--- config.mk ---
export PLATFORM = sky130hd
export DESIGN_NAME = irc_core
export DESIGN_NICKNAME = d
export VERILOG_FILES = /design/src/core/irc_pkg.sv /design/src/core/irc_delay_if.sv /design/src/core/irc_core.sv /design/src/core/irc_sync.sv /design/src/core/irc_delay.sv
export SDC_FILE = /design/constraint.sdc
export NUM_CORES = 1
export LEC_CHECK = 0
export BUFFER_PORTS_ARGS = -buffer_cell sky130_fd_sc_hd__buf_4
export CORE_MARGIN = 8
export CORE_UTILIZATION = 48
export CTS_BUF_LIST = sky130_fd_sc_hd__clkbuf_16
export DETAILED_ROUTE_END_ITERATION = 12
export GPL_ROUTABILITY_DRIVEN = 0
export PLACE_DENSITY = 0.76
export REMOVE_ABC_BUFFERS = 1
export SETUP_SLACK_MARGIN = 0.1
export SYNTH_ARGS = -nofsm -noshare
export SYNTH_HDL_FRONTEND = slang
export SYNTH_SLANG_ARGS = --single-unit
export TNS_END_PERCENT = 100
--- constraint.sdc ---
create_clock -name clock_i -period 2.1 [get_ports clock_i]
set_input_delay 0.42 -clock clock_i [delete_from_list [all_inputs] [get_ports clock_i]]
set_output_delay 0.42 -clock clock_i [all_outputs]
set_load 0.03 [all_outputs]
--- src/core/irc_pkg.sv ---
// What this block does
// - software trap is always taken, whatever the mask; vector 1FFC/1FFD
// - mask clear: trap served after requests pending at its fetch, before later
// - mask set blocks every maskable request; clearing mask allows them again
// - external pin falling edge latched, synchronised, vectored to 1FFA/1FFB
// - external trigger built as level-and-edge or edge-only
// - external latch clears early in service so one more pulse is kept
// - either timer flag with its enable requests; shared vector 1FF8/1FF9
// - periodic request vectors to 1FF6/1FF7
// - 15-bit counter on 32 kHz input; period 0.25, 0.5 or 1 s at build
// - periodic flag sets on rollover; requests only while enable is set
// - writing zero clears periodic flag, one leaves it; reset clears it
// - enable clear suppresses periodic requests; reset clears enable
// - serial unit flag and enable request through vector 1FF4/1FF5
// - two-wire bus flag and enable request through vector 1FF2/1FF3
// - stop clears timer, halts counter; exit waits 4064 cycles, clears timer
// - periodic counter resumes with the oscillator, not after the delay
// - wait stops CPU clock; enabled timer/periodic/serial/bus request ends it
// - internal reset from pin, power-on, watchdog, illegal address, stop trap
// - internal resets pull pin low max(3-4 cycles, duration); pin only 3-4
// - only end of pin or watchdog reset re-samples operating mode
// - power-on holds reset 4064 cycles, longer while another reset is active
// - on reset mask is set and start vector is 1FFE/1FFF
// - requests wait for instruction end, taken if unmasked and enabled
// - taking an interrupt sets the mask; CPU stacks and restores registers
// - external request is served before a timer request
package irc_pkg;
    localparam logic [15:0] VEC_RESET    = 16'h1FFE;
    localparam logic [15:0] VEC_SWI      = 16'h1FFC;
    localparam logic [15:0] VEC_EXT      = 16'h1FFA;
    localparam logic [15:0] VEC_TIMER    = 16'h1FF8;
    localparam logic [15:0] VEC_PERIODIC = 16'h1FF6;
    localparam logic [15:0] VEC_SERIAL   = 16'h1FF4;
    localparam logic [15:0] VEC_TWOWIRE  = 16'h1FF2;

    localparam logic [5:0]  PIC_CS_IDX   = 6'h12;
    localparam logic [5:0]  STATUS_IDX   = 6'h13;
    localparam int          PIC_FLAG_BIT = 7;
    localparam int          PIC_EN_BIT   = 6;

    localparam int          SRC_N        = 5;
    localparam int          SRC_EXT      = 4;
    localparam int          SRC_TIMER    = 3;
    localparam int          SRC_PER      = 2;
    localparam int          SRC_SER      = 1;
    localparam int          SRC_TWO      = 0;

    localparam logic [14:0] PER_MASK_Q   = 15'h1FFF;
    localparam logic [14:0] PER_MASK_H   = 15'h3FFF;
    localparam logic [14:0] PER_MASK_F   = 15'h7FFF;

    localparam int          STARTUP_CYCLES = 4064;
    localparam logic [2:0]  PULL_CYCLES    = 3'h4;
    localparam logic [1:0]  ECHO_CYCLES    = 2'h3;

    typedef enum logic [1:0] {
        IRC_RUN   = 2'b00,
        IRC_WAIT  = 2'b01,
        IRC_STOP  = 2'b10,
        IRC_START = 2'b11
    } irc_pwr_e;

    typedef enum logic [1:0] {
        IRC_PER_QUARTER = 2'b00,
        IRC_PER_HALF    = 2'b01,
        IRC_PER_FULL    = 2'b10
    } irc_period_e;
endpackage

--- src/core/irc_delay_if.sv ---
`timescale 1ns/1ps
`default_nettype none
interface irc_delay_if;
    logic start;
    logic busy;
    logic done;
    modport ctrl  (output start, input busy, input done);
    modport timer (input start, output busy, output done);
endinterface
`default_nettype wire

--- src/core/irc_core.sv ---
// Design decision made here: the Wishbone register port.
`timescale 1ns/1ps
`default_nettype none
module irc_core
    import irc_pkg::*;
#(
    parameter logic        LEVEL_TRIG  = 1'b1,
    parameter logic        STOP_ENABLE = 1'b1,
    parameter irc_period_e PERIOD_SEL  = IRC_PER_FULL,
    parameter int          STARTUP     = STARTUP_CYCLES
) (
    input  wire logic        clock_i,
    input  wire logic        reset_n_i,
    input  wire logic        wb_cyc_i,
    input  wire logic        wb_stb_i,
    input  wire logic        wb_we_i,
    input  wire logic [7:0]  wb_adr_i,
    input  wire logic [31:0] wb_dat_i,
    input  wire logic [3:0]  wb_sel_i,
    output var  logic [31:0] wb_dat_o,
    output var  logic        wb_ack_o,
    input  wire logic        irq_n_i,
    input  wire logic        osc32_i,
    input  wire logic        por_i,
    input  wire logic        reset_pin_i,
    output var  logic        reset_pin_o,
    output var  logic        reset_pin_oe_o,
    input  wire logic        watchdog_timeout_i,
    input  wire logic        illegal_addr_i,
    input  wire logic        mask_bit_i,
    input  wire logic        instr_done_i,
    input  wire logic        swi_fetch_i,
    input  wire logic        stop_exec_i,
    input  wire logic        wait_exec_i,
    input  wire logic        timer_ovf_flag_i,
    input  wire logic        timer_ovf_en_i,
    input  wire logic        timer_rt_flag_i,
    input  wire logic        timer_rt_en_i,
    input  wire logic        serial_flag_i,
    input  wire logic        serial_en_i,
    input  wire logic        twowire_flag_i,
    input  wire logic        twowire_en_i,
    output var  logic        int_take_o,
    output var  logic [15:0] vector_o,
    output var  logic        set_mask_o,
    output var  logic        cpu_clk_run_o,
    output var  logic        osc_run_o,
    output var  logic        timer_clear_o,
    output var  logic        int_reset_o,
    output var  logic        mode_sample_o
);
    typedef struct packed {
        irc_pwr_e         pwr;
        logic             ext_latch;
        logic             irq_d;
        logic             osc_d;
        logic             por_d;
        logic             ext_rst_d;
        logic             wdog_d;
        logic             any_rst_d;
        logic [14:0]      pic_cnt;
        logic             pic_flag;
        logic             pic_en;
        logic             swi_pend;
        logic [SRC_N-1:0] swi_snap;
        logic [15:0]      vector;
        logic             take;
        logic             mask_set;
        logic             timer_clr;
        logic             rst;
        logic [2:0]       pull_cnt;
        logic             pull_drive;
        logic [1:0]       echo_cnt;
        logic             stopdis;
        logic             mode_pulse;
        logic             ack;
        logic [7:0]       rdata;
    } irc_state_s;

    irc_state_s r_reg;
    irc_state_s r_next;

    logic [3:0]       pin_q;
    logic             irq_lvl;
    logic             osc_lvl;
    logic             por_lvl;
    logic             rst_pin_lvl;
    logic [14:0]      per_mask;
    logic             ext_req;
    logic             ext_rst;
    logic             por_active;
    logic             int_src;
    logic             int_rst;
    logic [SRC_N-1:0] pend;
    logic [SRC_N-1:0] elig;
    logic [5:0]       idx;

    irc_delay_if por_if ();
    irc_delay_if stp_if ();

    generate
        if (PERIOD_SEL != IRC_PER_QUARTER && PERIOD_SEL != IRC_PER_HALF
            && PERIOD_SEL != IRC_PER_FULL) begin : g_chk
            $error("irc_core: illegal PERIOD_SEL");
        end
    endgenerate

    irc_sync #(
        .W       (4),
        .RST_VAL (4'hB)
    ) u_sync (
        .clock_i   (clock_i),
        .reset_n_i (reset_n_i),
        .d_i       ({irq_n_i, osc32_i, por_i, reset_pin_i}),
        .q_o       (pin_q)
    );

    irc_delay #(
        .CYCLES (STARTUP)
    ) u_por_dly (
        .clock_i   (clock_i),
        .reset_n_i (reset_n_i),
        .dly       (por_if.timer)
    );

    irc_delay #(
        .CYCLES (STARTUP)
    ) u_stop_dly (
        .clock_i   (clock_i),
        .reset_n_i (reset_n_i),
        .dly       (stp_if.timer)
    );

    assign irq_lvl     = pin_q[3];
    assign osc_lvl     = pin_q[2];
    assign por_lvl     = pin_q[1];
    assign rst_pin_lvl = pin_q[0];

    assign per_mask = (PERIOD_SEL == IRC_PER_QUARTER) ? PER_MASK_Q :
                      (PERIOD_SEL == IRC_PER_HALF)    ? PER_MASK_H :
                                                        PER_MASK_F;

    assign ext_req = r_reg.ext_latch | (LEVEL_TRIG & ~irq_lvl);

    assign pend[SRC_EXT]   = ext_req;
    assign pend[SRC_TIMER] = (timer_ovf_flag_i & timer_ovf_en_i)
                           | (timer_rt_flag_i & timer_rt_en_i);
    assign pend[SRC_PER]   = r_reg.pic_flag & r_reg.pic_en;
    assign pend[SRC_SER]   = serial_flag_i & serial_en_i;
    assign pend[SRC_TWO]   = twowire_flag_i & twowire_en_i;

    assign ext_rst    = ~rst_pin_lvl & ~r_reg.pull_drive
                      & (r_reg.echo_cnt == 2'h0);
    assign por_active = por_lvl | por_if.start | por_if.busy;
    assign int_src    = por_active | watchdog_timeout_i | illegal_addr_i
                      | r_reg.stopdis;
    assign int_rst    = ext_rst | int_src;

    assign por_if.start = r_reg.por_d & ~por_lvl;
    assign stp_if.start = (r_reg.pwr == IRC_STOP) & (ext_req | ext_rst);
    assign idx          = wb_adr_i[7:2];

    always_comb begin
        r_next = r_reg;
        r_next.take       = 1'b0;
        r_next.mask_set   = 1'b0;
        r_next.timer_clr  = 1'b0;
        r_next.stopdis    = 1'b0;
        r_next.mode_pulse = 1'b0;
        r_next.ack        = 1'b0;
        r_next.irq_d      = irq_lvl;
        r_next.osc_d      = osc_lvl;
        r_next.por_d      = por_lvl;
        r_next.ext_rst_d  = ext_rst;
        r_next.wdog_d     = watchdog_timeout_i;
        r_next.any_rst_d  = int_rst;
        r_next.rst        = int_rst;
        elig = '0;

        // masked and evaluated at instruction end
        if (!mask_bit_i) begin
            elig = pend;
        end
        // trap waits only for requests pending at its fetch
        if (r_reg.swi_pend) begin
            elig = elig & r_reg.swi_snap;
        end

        if (instr_done_i && r_reg.pwr == IRC_RUN && !int_rst) begin
            if (elig[SRC_EXT]) begin
                r_next.take   = 1'b1;
                r_next.vector = VEC_EXT;
                r_next.ext_latch = 1'b0;
            end else if (elig[SRC_TIMER]) begin
                r_next.take   = 1'b1;
                r_next.vector = VEC_TIMER;
            end else if (elig[SRC_PER]) begin
                r_next.take   = 1'b1;
                r_next.vector = VEC_PERIODIC;
            end else if (elig[SRC_SER]) begin
                r_next.take   = 1'b1;
                r_next.vector = VEC_SERIAL;
            end else if (elig[SRC_TWO]) begin
                r_next.take   = 1'b1;
                r_next.vector = VEC_TWOWIRE;
            end else if (r_reg.swi_pend) begin
                r_next.take     = 1'b1;
                r_next.vector   = VEC_SWI;
                r_next.swi_pend = 1'b0;
            end
            r_next.mask_set = r_next.take;
        end

        if (swi_fetch_i && !int_rst) begin
            r_next.swi_pend = 1'b1;
            r_next.swi_snap = mask_bit_i ? '0 : pend;
        end

        // falling edge captured, set wins over service clear; reset clear wins over set
        if (r_reg.irq_d && !irq_lvl) begin
            r_next.ext_latch = 1'b1;
        end

        if (wb_cyc_i && wb_stb_i && !r_reg.ack) begin
            r_next.ack   = 1'b1;
            r_next.rdata = 8'h00;
            if (idx == PIC_CS_IDX) begin
                r_next.rdata[PIC_FLAG_BIT] = r_reg.pic_flag;
                r_next.rdata[PIC_EN_BIT]   = r_reg.pic_en;
            end else if (idx == STATUS_IDX) begin
                r_next.rdata = {r_reg.pwr, r_reg.swi_pend, pend};
            end
        end
        // write zero clears flag, lands on the ack edge
        if (wb_cyc_i && wb_stb_i && wb_we_i && r_reg.ack && wb_sel_i[0]
            && idx == PIC_CS_IDX) begin
            if (!wb_dat_i[PIC_FLAG_BIT]) begin
                r_next.pic_flag = 1'b0;
            end
            r_next.pic_en = wb_dat_i[PIC_EN_BIT];
        end

        // counter runs whenever the oscillator runs and no internal reset is active
        if (osc_lvl && !r_reg.osc_d && r_reg.pwr != IRC_STOP) begin
            r_next.pic_cnt = r_reg.pic_cnt + 15'h0001;
            if ((r_reg.pic_cnt & per_mask) == per_mask) begin
                r_next.pic_flag = 1'b1;
            end
        end

        case (r_reg.pwr)
            IRC_RUN: begin
                if (stop_exec_i && !int_rst) begin
                    if (STOP_ENABLE) begin
                        r_next.pwr       = IRC_STOP;
                        r_next.timer_clr = 1'b1;
                    end else begin
                        r_next.stopdis = 1'b1;
                    end
                end else if (wait_exec_i && !int_rst) begin
                    r_next.pwr = IRC_WAIT;
                end
            end
            IRC_WAIT: begin
                if (|pend || int_rst) begin
                    r_next.pwr = IRC_RUN;
                end
            end
            IRC_STOP: begin
                if (stp_if.start) begin
                    r_next.pwr = IRC_START;
                end
            end
            IRC_START: begin
                if (stp_if.done) begin
                    r_next.pwr       = IRC_RUN;
                    r_next.timer_clr = 1'b1;
                end
            end
            default: begin
                r_next.pwr = IRC_RUN;
            end
        endcase

        if (int_rst) begin
            r_next.vector    = VEC_RESET;
            r_next.mask_set  = 1'b1;
            r_next.swi_pend  = 1'b0;
            r_next.ext_latch = 1'b0;
            r_next.pic_cnt   = '0;
            r_next.pic_flag  = 1'b0;
            r_next.pic_en    = 1'b0;
        end

        if (int_rst && !r_reg.any_rst_d) begin
            r_next.pull_cnt = PULL_CYCLES;
        end else if (r_reg.pull_cnt != 3'h0) begin
            r_next.pull_cnt = r_reg.pull_cnt - 3'h1;
        end
        r_next.pull_drive = (r_next.pull_cnt != 3'h0) | int_src;
        if (r_reg.pull_drive) begin
            r_next.echo_cnt = ECHO_CYCLES;
        end else if (r_reg.echo_cnt != 2'h0) begin
            r_next.echo_cnt = r_reg.echo_cnt - 2'h1;
        end

        // mode re-sample on pin or watchdog reset end
        r_next.mode_pulse = (r_reg.ext_rst_d & ~ext_rst)
                          | (r_reg.wdog_d & ~watchdog_timeout_i);
    end

    always_ff @(posedge clock_i or negedge reset_n_i) begin
        if (!reset_n_i) begin
            r_reg          <= '0;
            r_reg.pwr      <= IRC_RUN;
            r_reg.irq_d    <= 1'b1;
            r_reg.vector   <= VEC_RESET;
            r_reg.mask_set <= 1'b1;
            r_reg.rst      <= 1'b1;
        end else begin
            r_reg <= r_next;
        end
    end

    assign wb_dat_o       = {24'h000000, r_reg.rdata};
    assign wb_ack_o       = r_reg.ack;
    assign reset_pin_o    = 1'b0;
    assign reset_pin_oe_o = r_reg.pull_drive;
    assign int_take_o     = r_reg.take;
    assign vector_o       = r_reg.vector;
    assign set_mask_o     = r_reg.mask_set;
    assign cpu_clk_run_o  = (r_reg.pwr == IRC_RUN);
    assign osc_run_o      = (r_reg.pwr != IRC_STOP);
    assign timer_clear_o  = r_reg.timer_clr;
    assign int_reset_o    = r_reg.rst;
    assign mode_sample_o  = r_reg.mode_pulse;
endmodule
`default_nettype wire

--- src/core/irc_sync.sv ---
`timescale 1ns/1ps
`default_nettype none
module irc_sync #(
    parameter int           W       = 1,
    parameter logic [W-1:0] RST_VAL = '0
) (
    input  wire logic         clock_i,
    input  wire logic         reset_n_i,
    input  wire logic [W-1:0] d_i,
    output var  logic [W-1:0] q_o
);
    logic [W-1:0] meta_reg;

    always_ff @(posedge clock_i or negedge reset_n_i) begin
        if (!reset_n_i) begin
            meta_reg <= RST_VAL;
            q_o      <= RST_VAL;
        end else begin
            meta_reg <= d_i;
            q_o      <= meta_reg;
        end
    end
endmodule
`default_nettype wire

--- src/core/irc_delay.sv ---
`timescale 1ns/1ps
`default_nettype none
module irc_delay #(
    parameter int CYCLES = 4064
) (
    input  wire logic  clock_i,
    input  wire logic  reset_n_i,
    irc_delay_if.timer dly
);
    localparam int W = (CYCLES < 2) ? 1 : $clog2(CYCLES);

    typedef struct packed {
        logic         busy;
        logic         done;
        logic [W-1:0] cnt;
    } irc_dly_s;

    irc_dly_s r_reg;
    irc_dly_s r_next;

    generate
        if (CYCLES < 2) begin : g_chk
            $error("irc_delay: CYCLES must be at least 2");
        end
    endgenerate

    always_comb begin
        r_next = r_reg;
        r_next.done = 1'b0;
        if (r_reg.busy) begin
            if (r_reg.cnt == '0) begin
                r_next.busy = 1'b0;
                r_next.done = 1'b1;
            end else begin
                r_next.cnt = r_reg.cnt - W'(1);
            end
        end else if (dly.start) begin
            r_next.busy = 1'b1;
            r_next.cnt  = W'(CYCLES - 1);
        end
    end

    always_ff @(posedge clock_i or negedge reset_n_i) begin
        if (!reset_n_i) begin
            r_reg <= '0;
        end else begin
            r_reg <= r_next;
        end
    end

    assign dly.busy = r_reg.busy;
    assign dly.done = r_reg.done;
endmodule
`default_nettype wire

==> flow_summary_export.csv <==
group,metric,value,unit
floorplanning,core-area,10200,um2
placement,place.port_buffers,61,
logic_synthesis,yosys_register_bits,91,
timing,clock.fmax,0.481,GHz
timing,worst_slew_pin_slew,665,ps
detailed_routing,route.met2.wl,6.45,mm
clock_tree,clk_pin_slew,60,ps
finish,largest_reg_flops,37,
timing,fin_crit_sh,99.0,%
detailed_routing,detailedRoute.firstIterationViolations,295,
setup_path,setup.reg_to_reg.worst_slack,20,ps
timing,setup_tns,0,ps
detailed_routing,routed-wl-met3,627,um
clock_tree,worstSkewPairLatency,340,ps
clock_tree,cts.path.max_buffers,2,
logic_synthesis,yosys-mux-area-fraction,2.76,%
timing,post-route-min-period,2080,ps
floorplanning,floorplan.rows,37,
outcome,run_status,"finished clean",
clock_tree,clock_sink_count,91,
timing,finalHoldViolations,0,
global_routing,grt_remaining_overflow,0,
placement,post-dp-hpwl,8.37,mm
timing,clock-skew-final,6.27,ps
timing,final.hold.worst_slack,181,ps
floorplanning,die_height,118,um
global_routing,first_pass_grt_wire_length,19.8,mm
global_routing,largest_net_degree_at_the_start_of_global_routing,51,
setup_path,crit_type,"reg -> reg",
logic_synthesis,post_synth.cell_area_avg,9.80,um2
logic_synthesis,synth-main-ff-cell,"dfrtp_1",
detailed_routing,avgViaCountPerCell,5.55,
hold_path,hold_path_startpoint,"por_i",
setup_path,timing.critical_path.arrival,2300,ps
logic_synthesis,dominant_combinational_cell_family_by_area_after_synthesis,"simple AND/OR/NAND/NOR gates",
logic_synthesis,synth_compound_gate_area_share,14.3,%
finish,nets,669,
detailed_routing,wl_met1,4.95,mm
logic_synthesis,post_synthesis_instance_area,4950,um2
logic_synthesis,synthesis.instances,505,
detailed_routing,routed_wl,12.2,mm
detailed_routing,antenna_violating_nets_post_route,0,
timing,final-setup-viol-count,0,
clock_tree,clock_tree_from_tritoncts,"done",
power,power.ir.vdd_worst,0.430,mV
finish,areaGrowthSynthToFinish,23.7,%
setup_path,rr_endpoint,"r_reg[67]",
detailed_routing,drt_drc_violations_left,0,
global_routing,vias_in_the_first_global_route,4042,
detailed_routing,detailedRoute.firstPassIterationCount,5,
logic_synthesis,synth_cell_types,66,
power,static-leakage-power,2.63,nW
clock_tree,h-tree-depth,3,
setup_path,rr_worst_depth,8,
global_routing,grt_antenna_before_repair,0,
setup_path,crit_fanout,6,
logic_synthesis,synth_enable_flop_cells,0,
timing,maxSlewHeadroom,55.3,%
logic_synthesis,ys_warn_count,0,
setup_path,launch_instance_of_the_worst_register_to_register_path,"r_reg[11]",
clock_tree,cts_root_buf,"clkbuf_16",
floorplanning,io_pins,126,
setup_path,cp.required,2320,ps
logic_synthesis,synth-seq-area-share,46.3,%
logic_synthesis,synth_simple_gate_area_share,20.0,%
finish,diodes,0,
detailed_routing,highest_layer,"met4",
timing,final-max-slew-violation-count,0,
hold_path,hold-path-endpoint,"u_sync.meta_reg[1]",
logic_synthesis,post_synth_xor_area_fraction,2.12,%
global_routing,total_global_route_track_usage,16.8,%
logic_synthesis,asr_flop_ratio_synth,100,%
floorplanning,dieWidth,118,um
floorplanning,start_util,48.6,%
finish,post_route_cells_drive_above_1_share,29.1,%
detailed_routing,avgRoutedWirePerCell,16.8,um
floorplanning,design.die.area,13800,um2
setup_path,worstSetupEndpointType,"flip-flop",
timing,unrepaired_setup_endpoints_after_global_routing,"yes",
job,cap_viol_max_count,0,
clock_tree,total_clock_buffers_created_by_cts,9,
detailed_routing,routed-via-count,4039,
setup_path,startpoint_type,"flip-flop",
power,power-per-cell-area,724,nW/um2
finish,fillCellCount,819,
hold_path,hp-class,"in -> reg",
hold_path,hold_path_depth,1,
logic_synthesis,synth_adder_area_share,3.54,%
## kinds of logic (layout without fill, tap and decap cells)
family	Yosys count	after routing
flops	91	91
xor+xnor	12	12
buf+inv	94	153
other cells	1	29
simple gates	178	178
compound gates	102	102
fa+ha+maj	14	14
mux	13	13
## stage by stage
step           total power (W)  cells  area, um2  setup slack [ps]  util (%)
2_1_floorplan          0.00249    471       4640              -124         -
3_5_place_dp           0.00273    702       5530              -104      54.3
4_1_cts                0.00442    720       5910              70.2      58.0
6_report               0.00443    728       6120              20.5      60.1
5_1_grt                0.00463    728       6120             -31.3      60.1
3_3_place_gp           0.00268    702       5530             -33.7      54.3
## area by class of cell
| type | instances | area (um2) | share of cell area, % |
|---|---|---|---|
| clock buffers | 9 | 225 | 3.68 |
| well taps | 136 | 170 | 2.78 |
| repair buffers | 105 | 818 | 13.4 |
| clock inverters | 7 | 83.8 | 1.37 |
| inverters | 32 | 128 | 2.08 |
| flip-flops and latches | 91 | 2290 | 37.5 |
| multi-input cells | 348 | 2400 | 39.3 |
## synth_stat cells (all sizes together), types with 9 or more instances
cell type	instances	share of area (%)
dfrtp	78	39
nand2b	9	1.1
nand2	37	2.8
clkbuf	11	0.83
nor3	14	1.6
a21oi	14	1.4
a211oi	12	1.8
inv	32	2.4
dfstp	13	6.9
nand3	15	1.5
or4	9	1.4
nor2	33	2.5
o21ai	25	2.5
mux2i	11	2.2
ha	14	3.5
buf	51	7.6
## critical path, cell delays in order (launching register included)
cell and delay (ps):
dfrtp_1 360, inv_1 70, ha_2 200, or3b_4 280
inv_8 60, o41ai_1 430, buf_4 220, o311ai_4 100
a32o_1 240
## worst max-delay path by stage
stage | start | endpoint | slack (ps) | cells after the start
floorplan | u_por_dly.dly.busy | r_reg[67] | -120 | 5
global placement | watchdog_timeout_i | r_reg[41] | -30 | 5
detailed placement | watchdog_timeout_i | r_reg[40] | -100 | 5
CTS | r_reg[11] | u_stop_dly.r_reg[3] | 70 | 8
global route | r_reg[11] | r_reg[67] | -30 | 8
finish | r_reg[11] | r_reg[67] | 20 | 8
## power breakdown
part	total, W	leakage [nW]	switching, W	internal, W
Combinational	0.000700	1.40	0.000411	0.000290
Sequential	0.00205	1.07	0.000152	0.00189
Clock	0.00169	0.152	0.000658	0.00103
Total	0.00443	2.63	0.00122	0.00321
## layer usage
layer	vias up	GRT usage, %
met4	0	5.60
met1	2001	20.5
li1	1902	-
met5	-	0
met3	18	3.74
met2	118	28.8
## cell usage in the layout (no fill, tap or decap), types with 5 or more instances in the layout
master     instances
o21ai_0           25
ha_1              12
and3_1             5
dfstp_2           13
a31oi_1            5
nor2b_1            8
a21oi_1           12
xor2_1             6
or4_1              5
clkbuf_16          9
nor3_1            13
nor2_1            33
xnor2_1            6
nand3_1           15
mux2i_1           11
inv_1             29
or3_1              6
conb_1            29
and4_1             5
nand2_1           36
nand2b_1           9
a211oi_1          11
dfrtp_1           78
nor4_1             5
buf_4             99
## timing repair
action | CTS | global route
resized for setup | 11 | 33
hold buffers | 1 | 0
gates cloned | 0 | 0
setup buffers | 1 | 8
endpoints found under the setup margin | 16 | 33
hold endpoints to repair | 19 | 0
pin swaps | 0 | 11
No activity file was read; power rests on OpenSTA's default activity.
